<file path="config.mk">
export PLATFORM = sky130hd
export DESIGN_NAME = timer8_compare_unit
export DESIGN_NICKNAME = d
export VERILOG_FILES = /design/src/timer8_pkg.sv /design/src/timer8_compare_unit.sv
export SDC_FILE = /design/constraint.sdc
export NUM_CORES = 1
export LEC_CHECK = 0
export BUFFER_PORTS_ARGS = -buffer_cell sky130_fd_sc_hd__buf_4
export CAP_MARGIN = 20
export CORE_MARGIN = 5
export CORE_UTILIZATION = 55
export DETAILED_ROUTE_END_ITERATION = 8
export PLACE_DENSITY = 0.89
export SLEW_MARGIN = 40
export SYNTH_ARGS = -nofsm -noshare
export SYNTH_HDL_FRONTEND = slang
export SYNTH_SLANG_ARGS = --single-unit
</file>
<file path="constraint.sdc">
create_clock -name clk_sys_i -period 4.8 [get_ports clk_sys_i]
set_clock_uncertainty 0.1 [all_clocks]
set_input_delay 0.72 -clock clk_sys_i [delete_from_list [all_inputs] [get_ports clk_sys_i]]
set_output_delay 0.72 -clock clk_sys_i [all_outputs]
set_load 0.005 [all_outputs]
</file>
<file path="src/timer8_pkg.sv">
package timer8_pkg;

  // register byte offsets
  localparam logic [7:0] CTRL_OFS  = 8'h00;
  localparam logic [7:0] COUNT_OFS = 8'h04;
  localparam logic [7:0] MATCH_OFS = 8'h08;
  localparam logic [7:0] FLAGS_OFS = 8'h0c;

  // control register fields
  localparam int MODE_LSB   = 0;   // waveform_mode_select, 2 bits
  localparam int ACTION_LSB = 4;   // output_action_select, 2 bits
  localparam int FORCE_BIT  = 7;   // force_match_strobe, write only
  localparam int DIR_BIT    = 8;   // pin_direction_bit
  localparam int PORT_BIT   = 9;   // general port output value

  // flags register fields
  localparam int OVF_BIT   = 0;    // overflow_flag, write one to clear
  localparam int MATCH_BIT = 1;    // match_flag, write one to clear
  localparam int STATE_BIT = 2;    // waveform_out_state, read only

  // reset values and counter extremes
  localparam logic [7:0] COUNT_RST = 8'h00;
  localparam logic [7:0] MATCH_RST = 8'h00;
  localparam logic [7:0] COUNT_MAX = 8'hff;
  localparam logic [7:0] COUNT_BOT = 8'h00;

  // axi responses
  localparam logic [1:0] RESP_OKAY   = 2'h0;
  localparam logic [1:0] RESP_SLVERR = 2'h2;

  typedef enum logic [1:0] {
    MODE_NORMAL,
    MODE_PHASE_PWM,
    MODE_CLEAR_ON_MATCH,
    MODE_FAST_PWM
  } wave_mode_t;

  typedef enum logic [1:0] {
    ACT_NONE,
    ACT_TOGGLE,
    ACT_CLEAR,
    ACT_SET
  } out_action_t;

  typedef struct packed {
    logic        awvalid;
    logic [7:0]  awaddr;
    logic        wvalid;
    logic [31:0] wdata;
    logic [3:0]  wstrb;
    logic        bready;
    logic        arvalid;
    logic [7:0]  araddr;
    logic        rready;
  } axi_req_t;

  typedef struct packed {
    logic        awready;
    logic        wready;
    logic        bvalid;
    logic [1:0]  bresp;
    logic        arready;
    logic        rvalid;
    logic [31:0] rdata;
    logic [1:0]  rresp;
  } axi_rsp_t;

  typedef struct packed {
    logic out;
    logic oe;
  } pin_t;

endpackage

</file>
<file path="src/timer8_compare_unit.sv">
// Added by the designer: the placing of the registers and the AXI4-Lite register port.
`timescale 1ns/1ps
// What this block does
// - in non-pwm modes action bits choose what a compare match does to the internal output state.
// - nonzero action bits replace the port output value with the output state.
// - pin direction stays with the direction bit; software sets it to output.
// - override selection uses only the action bits, never the waveform mode.
// - output state can be forced while the pin is still disabled.
// - action zero leaves the output state unchanged on a match, any mode.
// - newly written action bits first apply at the next match after the write.
// - in non-pwm modes the force strobe applies the action bits written with it at once.
// - only mode bits shape the count sequence; action bits never do.
// - mode zero only increments, never cleared by match, wraps ff to 00.
// - normal mode sets overflow flag in the cycle the counter becomes zero.
// - counting only sets overflow flag; interrupt service clears it.
// - normal mode accepts a counter write at any moment.
// - mode two clears the counter on the tick after it equals match value.
// - clear-on-match mode sets the match flag every period at top.
// - match writes are unbuffered; lower value than count wraps via ff first.
// - clear-on-match with action one toggles the state each match.
// - toggle rate is tick rate over one plus match value; the output period is twice that.
// - clear-on-match sets overflow flag only when stepping ff to 00.
// - equality sets the match flag on the following timer tick.
// - forced compare changes only the output state, not flag or counter.
// - writing one to the match flag clears it; zero leaves it.
module timer8_compare_unit
  import timer8_pkg::*;
(
  input  wire logic                 clk_sys_i,
  input  wire logic                 sys_rst_i,
  input  wire logic                 clk_en_i,
  input  wire logic                 timer_tick_i,
  input  wire logic                 ovf_serviced_i,
  input  wire logic                 match_serviced_i,
  input  wire timer8_pkg::axi_req_t axi_req_i,
  output timer8_pkg::axi_rsp_t      axi_rsp_o,
  output timer8_pkg::pin_t          pin_o,
  output logic [7:0]                counter_value_o,
  output logic                      overflow_flag_o,
  output logic                      match_flag_o
);
  import timer8_pkg::*;

  // next output state for a given action; action zero holds the state
  function automatic logic apply_action(input out_action_t act, input logic cur);
    logic res;
    res = cur;
    unique case (act)
      ACT_NONE:   res = cur;
      ACT_TOGGLE: res = ~cur;
      ACT_CLEAR:  res = 1'b0;
      ACT_SET:    res = 1'b1;
    endcase
    return res;
  endfunction

  logic       aw_got_q;
  logic [7:0] aw_addr_q;
  logic       w_got_q;
  logic [31:0] w_data_q;
  logic [3:0] w_strb_q;
  logic       aw_ready_q;
  logic       w_ready_q;
  logic       b_valid_q;
  logic [1:0] b_resp_q;
  logic       ar_ready_q;
  logic       r_valid_q;
  logic [31:0] r_data_q;
  logic [1:0] r_resp_q;

  wave_mode_t  mode_q;
  out_action_t action_q;
  logic        dir_q;
  logic        port_q;
  logic [7:0]  count_q;
  logic [7:0]  match_q;
  logic        ovf_q;
  logic        mflag_q;
  logic        state_q;
  logic        block_q;
  pin_t        pin_q;

  logic        wr_fire;
  logic        wr_ctrl;
  logic        wr_count;
  logic        wr_match;
  logic        wr_flags;
  logic        tick;
  logic        is_pwm;
  logic        hit;
  logic        force_now;
  logic [31:0] rd_data;
  logic        rd_ok;
  logic [7:0]  wr_byte;
  logic        ovf_set;
  logic        ovf_clr;
  logic        mflag_clr;

  // a write is done once address and data are both held and no response waits
  always_comb begin
    wr_fire  = clk_en_i && aw_got_q && w_got_q && !b_valid_q;
    wr_ctrl  = wr_fire && (aw_addr_q == CTRL_OFS);
    wr_count = wr_fire && (aw_addr_q == COUNT_OFS) && w_strb_q[0];
    wr_match = wr_fire && (aw_addr_q == MATCH_OFS) && w_strb_q[0];
    wr_flags = wr_fire && (aw_addr_q == FLAGS_OFS) && w_strb_q[0];
    tick     = clk_en_i && timer_tick_i;
    is_pwm   = (mode_q == MODE_PHASE_PWM) || (mode_q == MODE_FAST_PWM);
    // a match is blocked in the tick after a counter write
    hit       = tick && !wr_count && !block_q && (count_q == match_q);
    force_now = wr_ctrl && w_strb_q[0] && w_data_q[FORCE_BIT] && !is_pwm;
    // flag set and clear terms, shared by the flag logic and its checks
    wr_byte   = w_data_q[7:0];
    ovf_set   = tick && !wr_count && (count_q == COUNT_MAX) && !is_pwm;
    ovf_clr   = clk_en_i && (ovf_serviced_i || (wr_flags && w_data_q[OVF_BIT]));
    mflag_clr = clk_en_i && (match_serviced_i || (wr_flags && w_data_q[MATCH_BIT]));
  end

  // write address and data channels, taken in either order
  always_ff @(posedge clk_sys_i or posedge sys_rst_i) begin
    if (sys_rst_i) begin
      aw_got_q      <= 1'b0;
      aw_addr_q     <= 8'h00;
      w_got_q       <= 1'b0;
      w_data_q      <= 32'h0000_0000;
      w_strb_q      <= 4'h0;
      aw_ready_q    <= 1'b1;
      w_ready_q     <= 1'b1;
      b_valid_q     <= 1'b0;
      b_resp_q      <= RESP_OKAY;
    end else if (clk_en_i) begin
      if (axi_req_i.awvalid && aw_ready_q) begin
        aw_got_q   <= 1'b1;
        aw_addr_q  <= axi_req_i.awaddr;
        aw_ready_q <= 1'b0;
      end
      if (axi_req_i.wvalid && w_ready_q) begin
        w_got_q   <= 1'b1;
        w_data_q  <= axi_req_i.wdata;
        w_strb_q  <= axi_req_i.wstrb;
        w_ready_q <= 1'b0;
      end
      if (wr_fire) begin
        aw_got_q  <= 1'b0;
        w_got_q   <= 1'b0;
        b_valid_q <= 1'b1;
        b_resp_q  <= (aw_addr_q[1:0] == 2'h0 && aw_addr_q <= FLAGS_OFS)
                     ? RESP_OKAY : RESP_SLVERR;
      end
      // ready comes back only after the response is taken: one write in flight
      if (b_valid_q && axi_req_i.bready) begin
        b_valid_q  <= 1'b0;
        aw_ready_q <= 1'b1;
        w_ready_q  <= 1'b1;
      end
    end
  end

  // read decode
  always_comb begin
    rd_data = 32'h0000_0000;
    rd_ok   = 1'b1;
    unique case (axi_req_i.araddr)
      CTRL_OFS: begin
        rd_data[MODE_LSB +: 2]   = mode_q;
        rd_data[ACTION_LSB +: 2] = action_q;
        rd_data[DIR_BIT]         = dir_q;
        rd_data[PORT_BIT]        = port_q;
      end
      COUNT_OFS: rd_data[7:0] = count_q;
      MATCH_OFS: rd_data[7:0] = match_q;
      FLAGS_OFS: begin
        rd_data[OVF_BIT]   = ovf_q;
        rd_data[MATCH_BIT] = mflag_q;
        rd_data[STATE_BIT] = state_q;
      end
      default: rd_ok = 1'b0;
    endcase
  end

  // read channel: answer one cycle after the address is taken
  always_ff @(posedge clk_sys_i or posedge sys_rst_i) begin
    if (sys_rst_i) begin
      ar_ready_q <= 1'b1;
      r_valid_q  <= 1'b0;
      r_data_q   <= 32'h0000_0000;
      r_resp_q   <= RESP_OKAY;
    end else if (clk_en_i) begin
      if (axi_req_i.arvalid && ar_ready_q) begin
        ar_ready_q <= 1'b0;
        r_valid_q  <= 1'b1;
        r_data_q   <= rd_data;
        r_resp_q   <= rd_ok ? RESP_OKAY : RESP_SLVERR;
      end else if (r_valid_q && axi_req_i.rready) begin
        r_valid_q  <= 1'b0;
        ar_ready_q <= 1'b1;
      end
    end
  end

  // control bits; action takes effect immediately, so the next match sees it
  always_ff @(posedge clk_sys_i or posedge sys_rst_i) begin
    if (sys_rst_i) begin
      mode_q   <= MODE_NORMAL;
      action_q <= ACT_NONE;
      dir_q    <= 1'b0;
      port_q   <= 1'b0;
    end else if (wr_ctrl) begin
      if (w_strb_q[0]) begin
        mode_q   <= wave_mode_t'(w_data_q[MODE_LSB +: 2]);
        action_q <= out_action_t'(w_data_q[ACTION_LSB +: 2]);
      end
      if (w_strb_q[1]) begin
        dir_q  <= w_data_q[DIR_BIT];
        port_q <= w_data_q[PORT_BIT];
      end
    end
  end

  // match value is unbuffered in every mode, pwm included, so a value below
  // the count is missed until the counter wraps
  always_ff @(posedge clk_sys_i or posedge sys_rst_i) begin
    if (sys_rst_i) begin
      match_q <= MATCH_RST;
    end else if (wr_match) begin
      match_q <= w_data_q[7:0];
    end
  end

  // counter: a software write has priority over any count or clear
  always_ff @(posedge clk_sys_i or posedge sys_rst_i) begin
    if (sys_rst_i) begin
      count_q <= COUNT_RST;
      block_q <= 1'b0;
    end else if (clk_en_i) begin
      if (wr_count) begin
        count_q <= w_data_q[7:0];
        block_q <= 1'b1;
      end else if (tick) begin
        block_q <= 1'b0;
        // sequence depends on the mode alone; the action is not consulted
        if (mode_q == MODE_CLEAR_ON_MATCH && hit) begin
          count_q <= COUNT_BOT;
        end else begin
          count_q <= count_q + 8'h01;
        end
      end
    end
  end

  // flags: hardware set wins over a software or service clear
  always_ff @(posedge clk_sys_i or posedge sys_rst_i) begin
    if (sys_rst_i) begin
      ovf_q   <= 1'b0;
      mflag_q <= 1'b0;
    end else if (clk_en_i) begin
      if (ovf_set) begin
        ovf_q <= 1'b1;
      end else if (ovf_clr) begin
        ovf_q <= 1'b0;
      end
      if (hit) begin
        mflag_q <= 1'b1;
      end else if (mflag_clr) begin
        mflag_q <= 1'b0;
      end
    end
  end

  // output state: the force strobe acts only here, never on flag or count
  always_ff @(posedge clk_sys_i or posedge sys_rst_i) begin
    if (sys_rst_i) begin
      state_q <= 1'b0;
    end else if (force_now) begin
      state_q <= apply_action(out_action_t'(w_data_q[ACTION_LSB +: 2]), state_q);
    end else if (hit && !is_pwm) begin
      state_q <= apply_action(action_q, state_q);
    end
  end

  // pin: override depends on action bits only; direction stays with software
  always_ff @(posedge clk_sys_i or posedge sys_rst_i) begin
    if (sys_rst_i) begin
      pin_q <= '0;
    end else if (clk_en_i) begin
      pin_q.out <= (action_q != ACT_NONE) ? state_q : port_q;
      pin_q.oe  <= dir_q;
    end
  end

  assign axi_rsp_o       = {aw_ready_q, w_ready_q, b_valid_q, b_resp_q,
                            ar_ready_q, r_valid_q, r_data_q, r_resp_q};
  assign pin_o           = pin_q;
  assign counter_value_o = count_q;
  assign overflow_flag_o = ovf_q;
  assign match_flag_o    = mflag_q;
endmodule

</file>
# ---- Yosys cells after proc, flatten, opt, wreduce, memory -nomap -nowiden
# Index checks and enable logic that the tools add are counted.
dict set report word_totals {
  ff_bits 69
  output_inout_bits 53
  wordCells 155
}
dict set report op_classes {
  magnitude_cmp 1
  n_bitwise 1
  eq_ne 19
  add_sub_neg 1
  reduce_logical 71
  mux 37
}
# operator count
set ops {}
lappend ops {{$eq 8x4->1 const B} 4}
lappend ops {{$logic_and 1x1->1} 31}
lappend ops {{$reduce_and 2->1} 15}
lappend ops {{$mux 1} 24}
lappend ops {{$mux 8} 3}
lappend ops {{$reduce_bool 2->1} 11}
lappend ops {{$eq 8x3->1 const B} 2}
lappend ops {{$logic_not 8->1} 2}
lappend ops {{$eq 2x2->1 const B} 6}
lappend ops {{$pmux 1 s3} 3}
lappend ops {{$add 8x1->8 const B} 1}
lappend ops {{$eq 8x8->1} 1}
lappend ops {{$eq 8x8->1 const B} 1}
lappend ops {{$le 8x4->1 const B} 1}
lappend ops {{$pmux 2 s4} 1}
lappend ops {{$eq 2x1->1 const B} 3}
lappend ops {{$logic_not 2->1} 3}
lappend ops {{$mux 2} 3}
lappend ops {{$pmux 2 s3} 1}
lappend ops {{$logic_not 1->1} 4}
lappend ops {{$ne 2x2->1 const B} 2}
lappend ops {{$pmux 2 s2} 1}
lappend ops {{$reduce_or 4->1} 1}
lappend ops {{$logic_or 1x1->1} 3}
lappend ops {{3 further kinds} 3}

# ---- Longest topological paths before layout
dict set report logic_depth {
  depth_word 13
  mapped_depth 7
  ltp_nobuf 6
}

# ---- Least setup slack after synthesis
# Ideal clock, no wire load.
dict set report synth_path {
  kind {input-to-reg}
  from {input clk_en_i}
  to {register match_q[0]}
  stages 5
  path_buffers 1
  t_arrival_ns 1.844
  setup_ns 0.125
  path_slack_ns 2.732
  path_cell_list {and4b_1 -> buf_2 -> nand4_4 -> nor3_4 -> mux2_2}
}
dict set report synth_via {
  elab_chain_len 5
}
# element line
set synth_rtl {}
lappend synth_rtl {{start: declaration} timer8_compare_unit.sv:31} ;# input wire logic clk_en_i,
lappend synth_rtl {{$logic_and 1x1->1 (3 in series)} timer8_compare_unit.sv:101} ;# wr_fire = clk_en_i && aw_got_q && w_got_q && !b_valid_q;
lappend synth_rtl {{$logic_and 1x1->1 (2 in series)} timer8_compare_unit.sv:104} ;# wr_match = wr_fire && (aw_addr_q == MATCH_OFS) && w_strb_q[0];
lappend synth_rtl {{end signal: assignment} timer8_compare_unit.sv:225} ;# match_q <= w_data_q[7:0];
lappend synth_rtl {{end: declaration} timer8_compare_unit.sv:76} ;# logic [7:0] match_q;
# Every way passes these cells.
# A chain may end at the register's enable or synchronous reset.

# ---- Worst setup path after layout
dict set report layout_path {
  from {input clk_en_i}
  to {register count_q[6], in the netlist counter_value_o[6]}
}
dict set report layout_via {
  elab_chain_len 13
}
# element line
set layout_rtl {}
lappend layout_rtl {{$logic_and 1x1->1 (3 in series)} timer8_compare_unit.sv:101}
lappend layout_rtl {{$logic_and 1x1->1 (2 in series)} timer8_compare_unit.sv:103} ;# wr_count = wr_fire && (aw_addr_q == COUNT_OFS) && w_strb_q[0];
lappend layout_rtl {{$logic_not 1->1} timer8_compare_unit.sv:109} ;# hit = tick && !wr_count && !block_q && (count_q == match_q);
lappend layout_rtl {{$logic_and 1x1->1 (3 in series)} timer8_compare_unit.sv:109}
lappend layout_rtl {{$logic_and 1x1->1} timer8_compare_unit.sv:241} ;# if (mode_q == MODE_CLEAR_ON_MATCH && hit) begin
lappend layout_rtl {{$mux 8} timer8_compare_unit.sv:241}
lappend layout_rtl {{$mux 8} timer8_compare_unit.sv:238} ;# end else if (tick) begin
lappend layout_rtl {{$mux 8} timer8_compare_unit.sv:235} ;# if (wr_count) begin
lappend layout_rtl {{end signal: assignment} timer8_compare_unit.sv:236} ;# count_q <= w_data_q[7:0];
lappend layout_rtl {{end signal: assignment} timer8_compare_unit.sv:244} ;# count_q <= count_q + 8'h01;
lappend layout_rtl {{end: declaration} timer8_compare_unit.sv:75} ;# logic [7:0] count_q;
# Parallel ways exist; a longest one is shown, timed or not. The select of a mux whose other input is x is not followed.

==> metrics.md <==
| Metric | Value |
|---|---|
| Outcome | complete, no violations |
| Diode count | 0 |
| Seq. cell area | 1680 um^2 |
| H-tree depth | 3 |
| Worst setup margin | 2490 ps |
| Vias per cell | 5.65 |
| Cell area power density | 419 nW/um^2 |
| Chip width | 89.4 um |
| Footprint of the multi-input gates | 1570 um^2 |
| Hold Path Cell Cnt | 2 |
| Clock Tree Buf Depth | 2 |
| RSZ-0062 raised after global routing | false |
| Main flop type after synthesis | dfrtp_1 |
| Post-place setup slack | 2140 ps |
| Final setup viols | 0 |
| Share of post-route cells with drive strength above 1 | 0.349 |
| EDFF count, synth | 0 |
| Worst EP arrival | 2420 ps |
| CTS clock-pin slew for the worst setup and hold paths | 70 ps |
| Remaining global-route overflow | 0 |
| Dominant cells by area after synthesis | dfrtp_1 (46%), mux2_2 (12%), buf_4 (6.5%) |
| Async SR Flop Fraction | 1.00 |
| Wire length per cell | 16.0 um |
| Lkg Pwr | 1.96 nW |
| Post-Syn Instances | 328 |
| First-pass GRT wire length | 12400 um |
| Die Footprint | 8000 um^2 |
| Fin crit period | 2310 ps |
| Fmax | 0.433 GHz |
| Hold buffers post-CTS | 0 |
| Worst skew pair latency | 340 ps |
| Worst Hold Class | flop to flop |
| GP Congestion | 0.897 |
| Starting Density | 0.556 |
| Drt drc | 0 |
| Sequential area share after synthesis | 0.484 |
| Final worst-path cycle share | 0.481 |
| Hold slack | 372 ps |
| Final core occ | 0.654 |
| Flops & latches, synth | 67 |
| Filler instances | 512 |
| Final nets | 451 |
| First drt pass iteration count | 5 |
| Initial antenna violation count | 0 |
| Relative slew slack | 0.523 |
| CTS tree | done |
| Post-route ant nets | 0 |
| Worst r2r src | b_valid_q |
| Critical Path Start Type | input pin |
| Post-Syn Area per Cell | 10.6 um^2 |
| CP endpoint | counter_value_o[6] |
| Vias in the first global route | 2511 |
| Resize count post-CTS | 0 |
| Reg2reg path depth | 5 |
| Post-DP HPWL | 5480 um |
| Share of the synthesized area in the top cell type | 0.462 |
| Worst-Margin Slew | 714 ps |
| Required time of the critical path | 4910 ps |
| Die Ht | 89.4 um |
| Layout area overhead | 17.6% |
| Post-synth cell types | 47 |
| Maximum vdd drop | 0.315 mV |
| Postcts setup bufs | 0 |
| Clock sink total | 67 |
| Largest net degree at the start of global routing | 68 |
| Final hold vios | 0 |
| Critical path startpoint | clk_en_i |
| Routed vias | 2652 |
| Worst reg-to-reg setup slack | 2630 ps |
| Drt total wl | 7500 um |
| CORE AREA | 6240 um^2 |
| TNS Setup | 0 ps |
| GR Util All Layers | 0.204 |
| Initial DRC count | 224 |
| Total clock buffers created by CTS | 9 |
| Post-Synthesis Cell Area | 3470 um^2 |
| Crit path kind | input pin to flop |
| PortBufs | 67 |
| Worst flop-to-flop path endpoint | counter_value_o[6] |
| Number of max-cap violations | 0 |
| Pins over their slew limit | 0 |
| Root Buffer | clkbuf_8 |
| Peak fanout along the critical path | 22 |
| Crit end category | flop |
| I/O pin total | 116 |
| PnR Total Power | 1.71 mW |
| Synth warn | 0 |
| Post-synth top area cell | dfrtp_1 |
| Row cnt | 29 |
## cell families after synthesis
logic type                 Yosys count  share of synthesized area
and+or+nand+nor                    115                      0.179
DFF                                 67                      0.484
buffers and inverters               49                     0.0876
AOI/OAI and AO/OA                   45                     0.0826
muxes                               42                      0.141
xor gates and xnor gates             8                     0.0202
adders and majority gates            1                    0.00361
other                                1                    0.00108
## stage by stage
step           cell area, um^2  std cells
5_1_grt                   4080        469
3_3_place_gp              3880        453
6_report                  4080        469
2_1_floorplan             3560        351
4_1_cts                   4080        469
3_5_place_dp              3880        453
## worst max-delay path, stage by stage
cell      delay [ps]
buf_4            230
and4b_1          450
nand4_1          390
and3_2           340
o21ai_0          170
o211ai_1         120
## how the worst min path moves through the flow
stage	startpoint	endpoint	slack, ps
4_1_cts	r_data_q[8]	r_data_q[8]	380
2_1_floorplan	block_q	block_q	350
3_3_place_gp	r_data_q[9]	r_data_q[9]	360
5_1_grt	r_data_q[8]	r_data_q[8]	410
6_report	r_data_q[8]	r_data_q[8]	370
3_5_place_dp	r_data_q[8]	r_data_q[8]	360
## routing by layer
layer | vias up | share of wire | GRT usage
met4 | 0 | 0.027 | 0.0974
met2 | 123 | 0.48 | 0.319
met1 | 1274 | 0.40 | 0.266
li1 | 1236 | - | -
met5 | - | 0 | 0
met3 | 19 | 0.093 | 0.0525
## state kept, by name (all words and copies together) (netlist names), 2 cells and up
signal,flops
action_q,2
aw_addr_q,8
counter_value_o,8
match_q,8
mode_q,2
pin_o,2
r_data_q,10
w_data_q,10
w_strb_q,2
## placed cells by master (no fill, tap or decap), drive strengths merged, types with 2 or more instances in the layout
master	n
o21ai	10
nor3	7
and3	10
nor4	8
a22o	2
dfrtp	64
mux2i	4
nand4	6
clkinvlp	2
clkbuf	12
inv	6
o211ai	3
a21oi	16
nor2b	2
a32o	3
a22oi	4
buf	68
dfstp	3
and4	2
nor2	20
mux4	2
conb	24
mux2	36
xor2	8
nand3	17
nand2	36
## area by class of cell
type | count | area share
clock buffer | 12 | 0.0356
clock inverter | 4 | 0.0123
inverter | 6 | 0.00552
multi-input combinational | 235 | 0.385
sequential | 67 | 0.412
tap | 77 | 0.0236
timing repair buffer | 68 | 0.126
## synthesized netlist by cell type, drive strengths merged (2+ instances only)
master   n
nor2b    2
nor3     7
nand2   36
nand4    6
nor2    20
buf     38
mux2i    4
nor4     8
a22oi    4
nand3   17
a21oi   16
and4     2
dfrtp   64
xor2     8
clkbuf   5
and3    10
dfstp    3
a22o     2
a32o     3
o211ai   3
o21ai   10
mux2    36
mux4     2
inv      6
## power by group
part	switching, mW	internal, mW
clock network	0.210	0.253
registers	0.162	0.703
logic	0.160	0.223
total	0.532	1.18
Note: power is estimated with default switching activity, not from simulation.
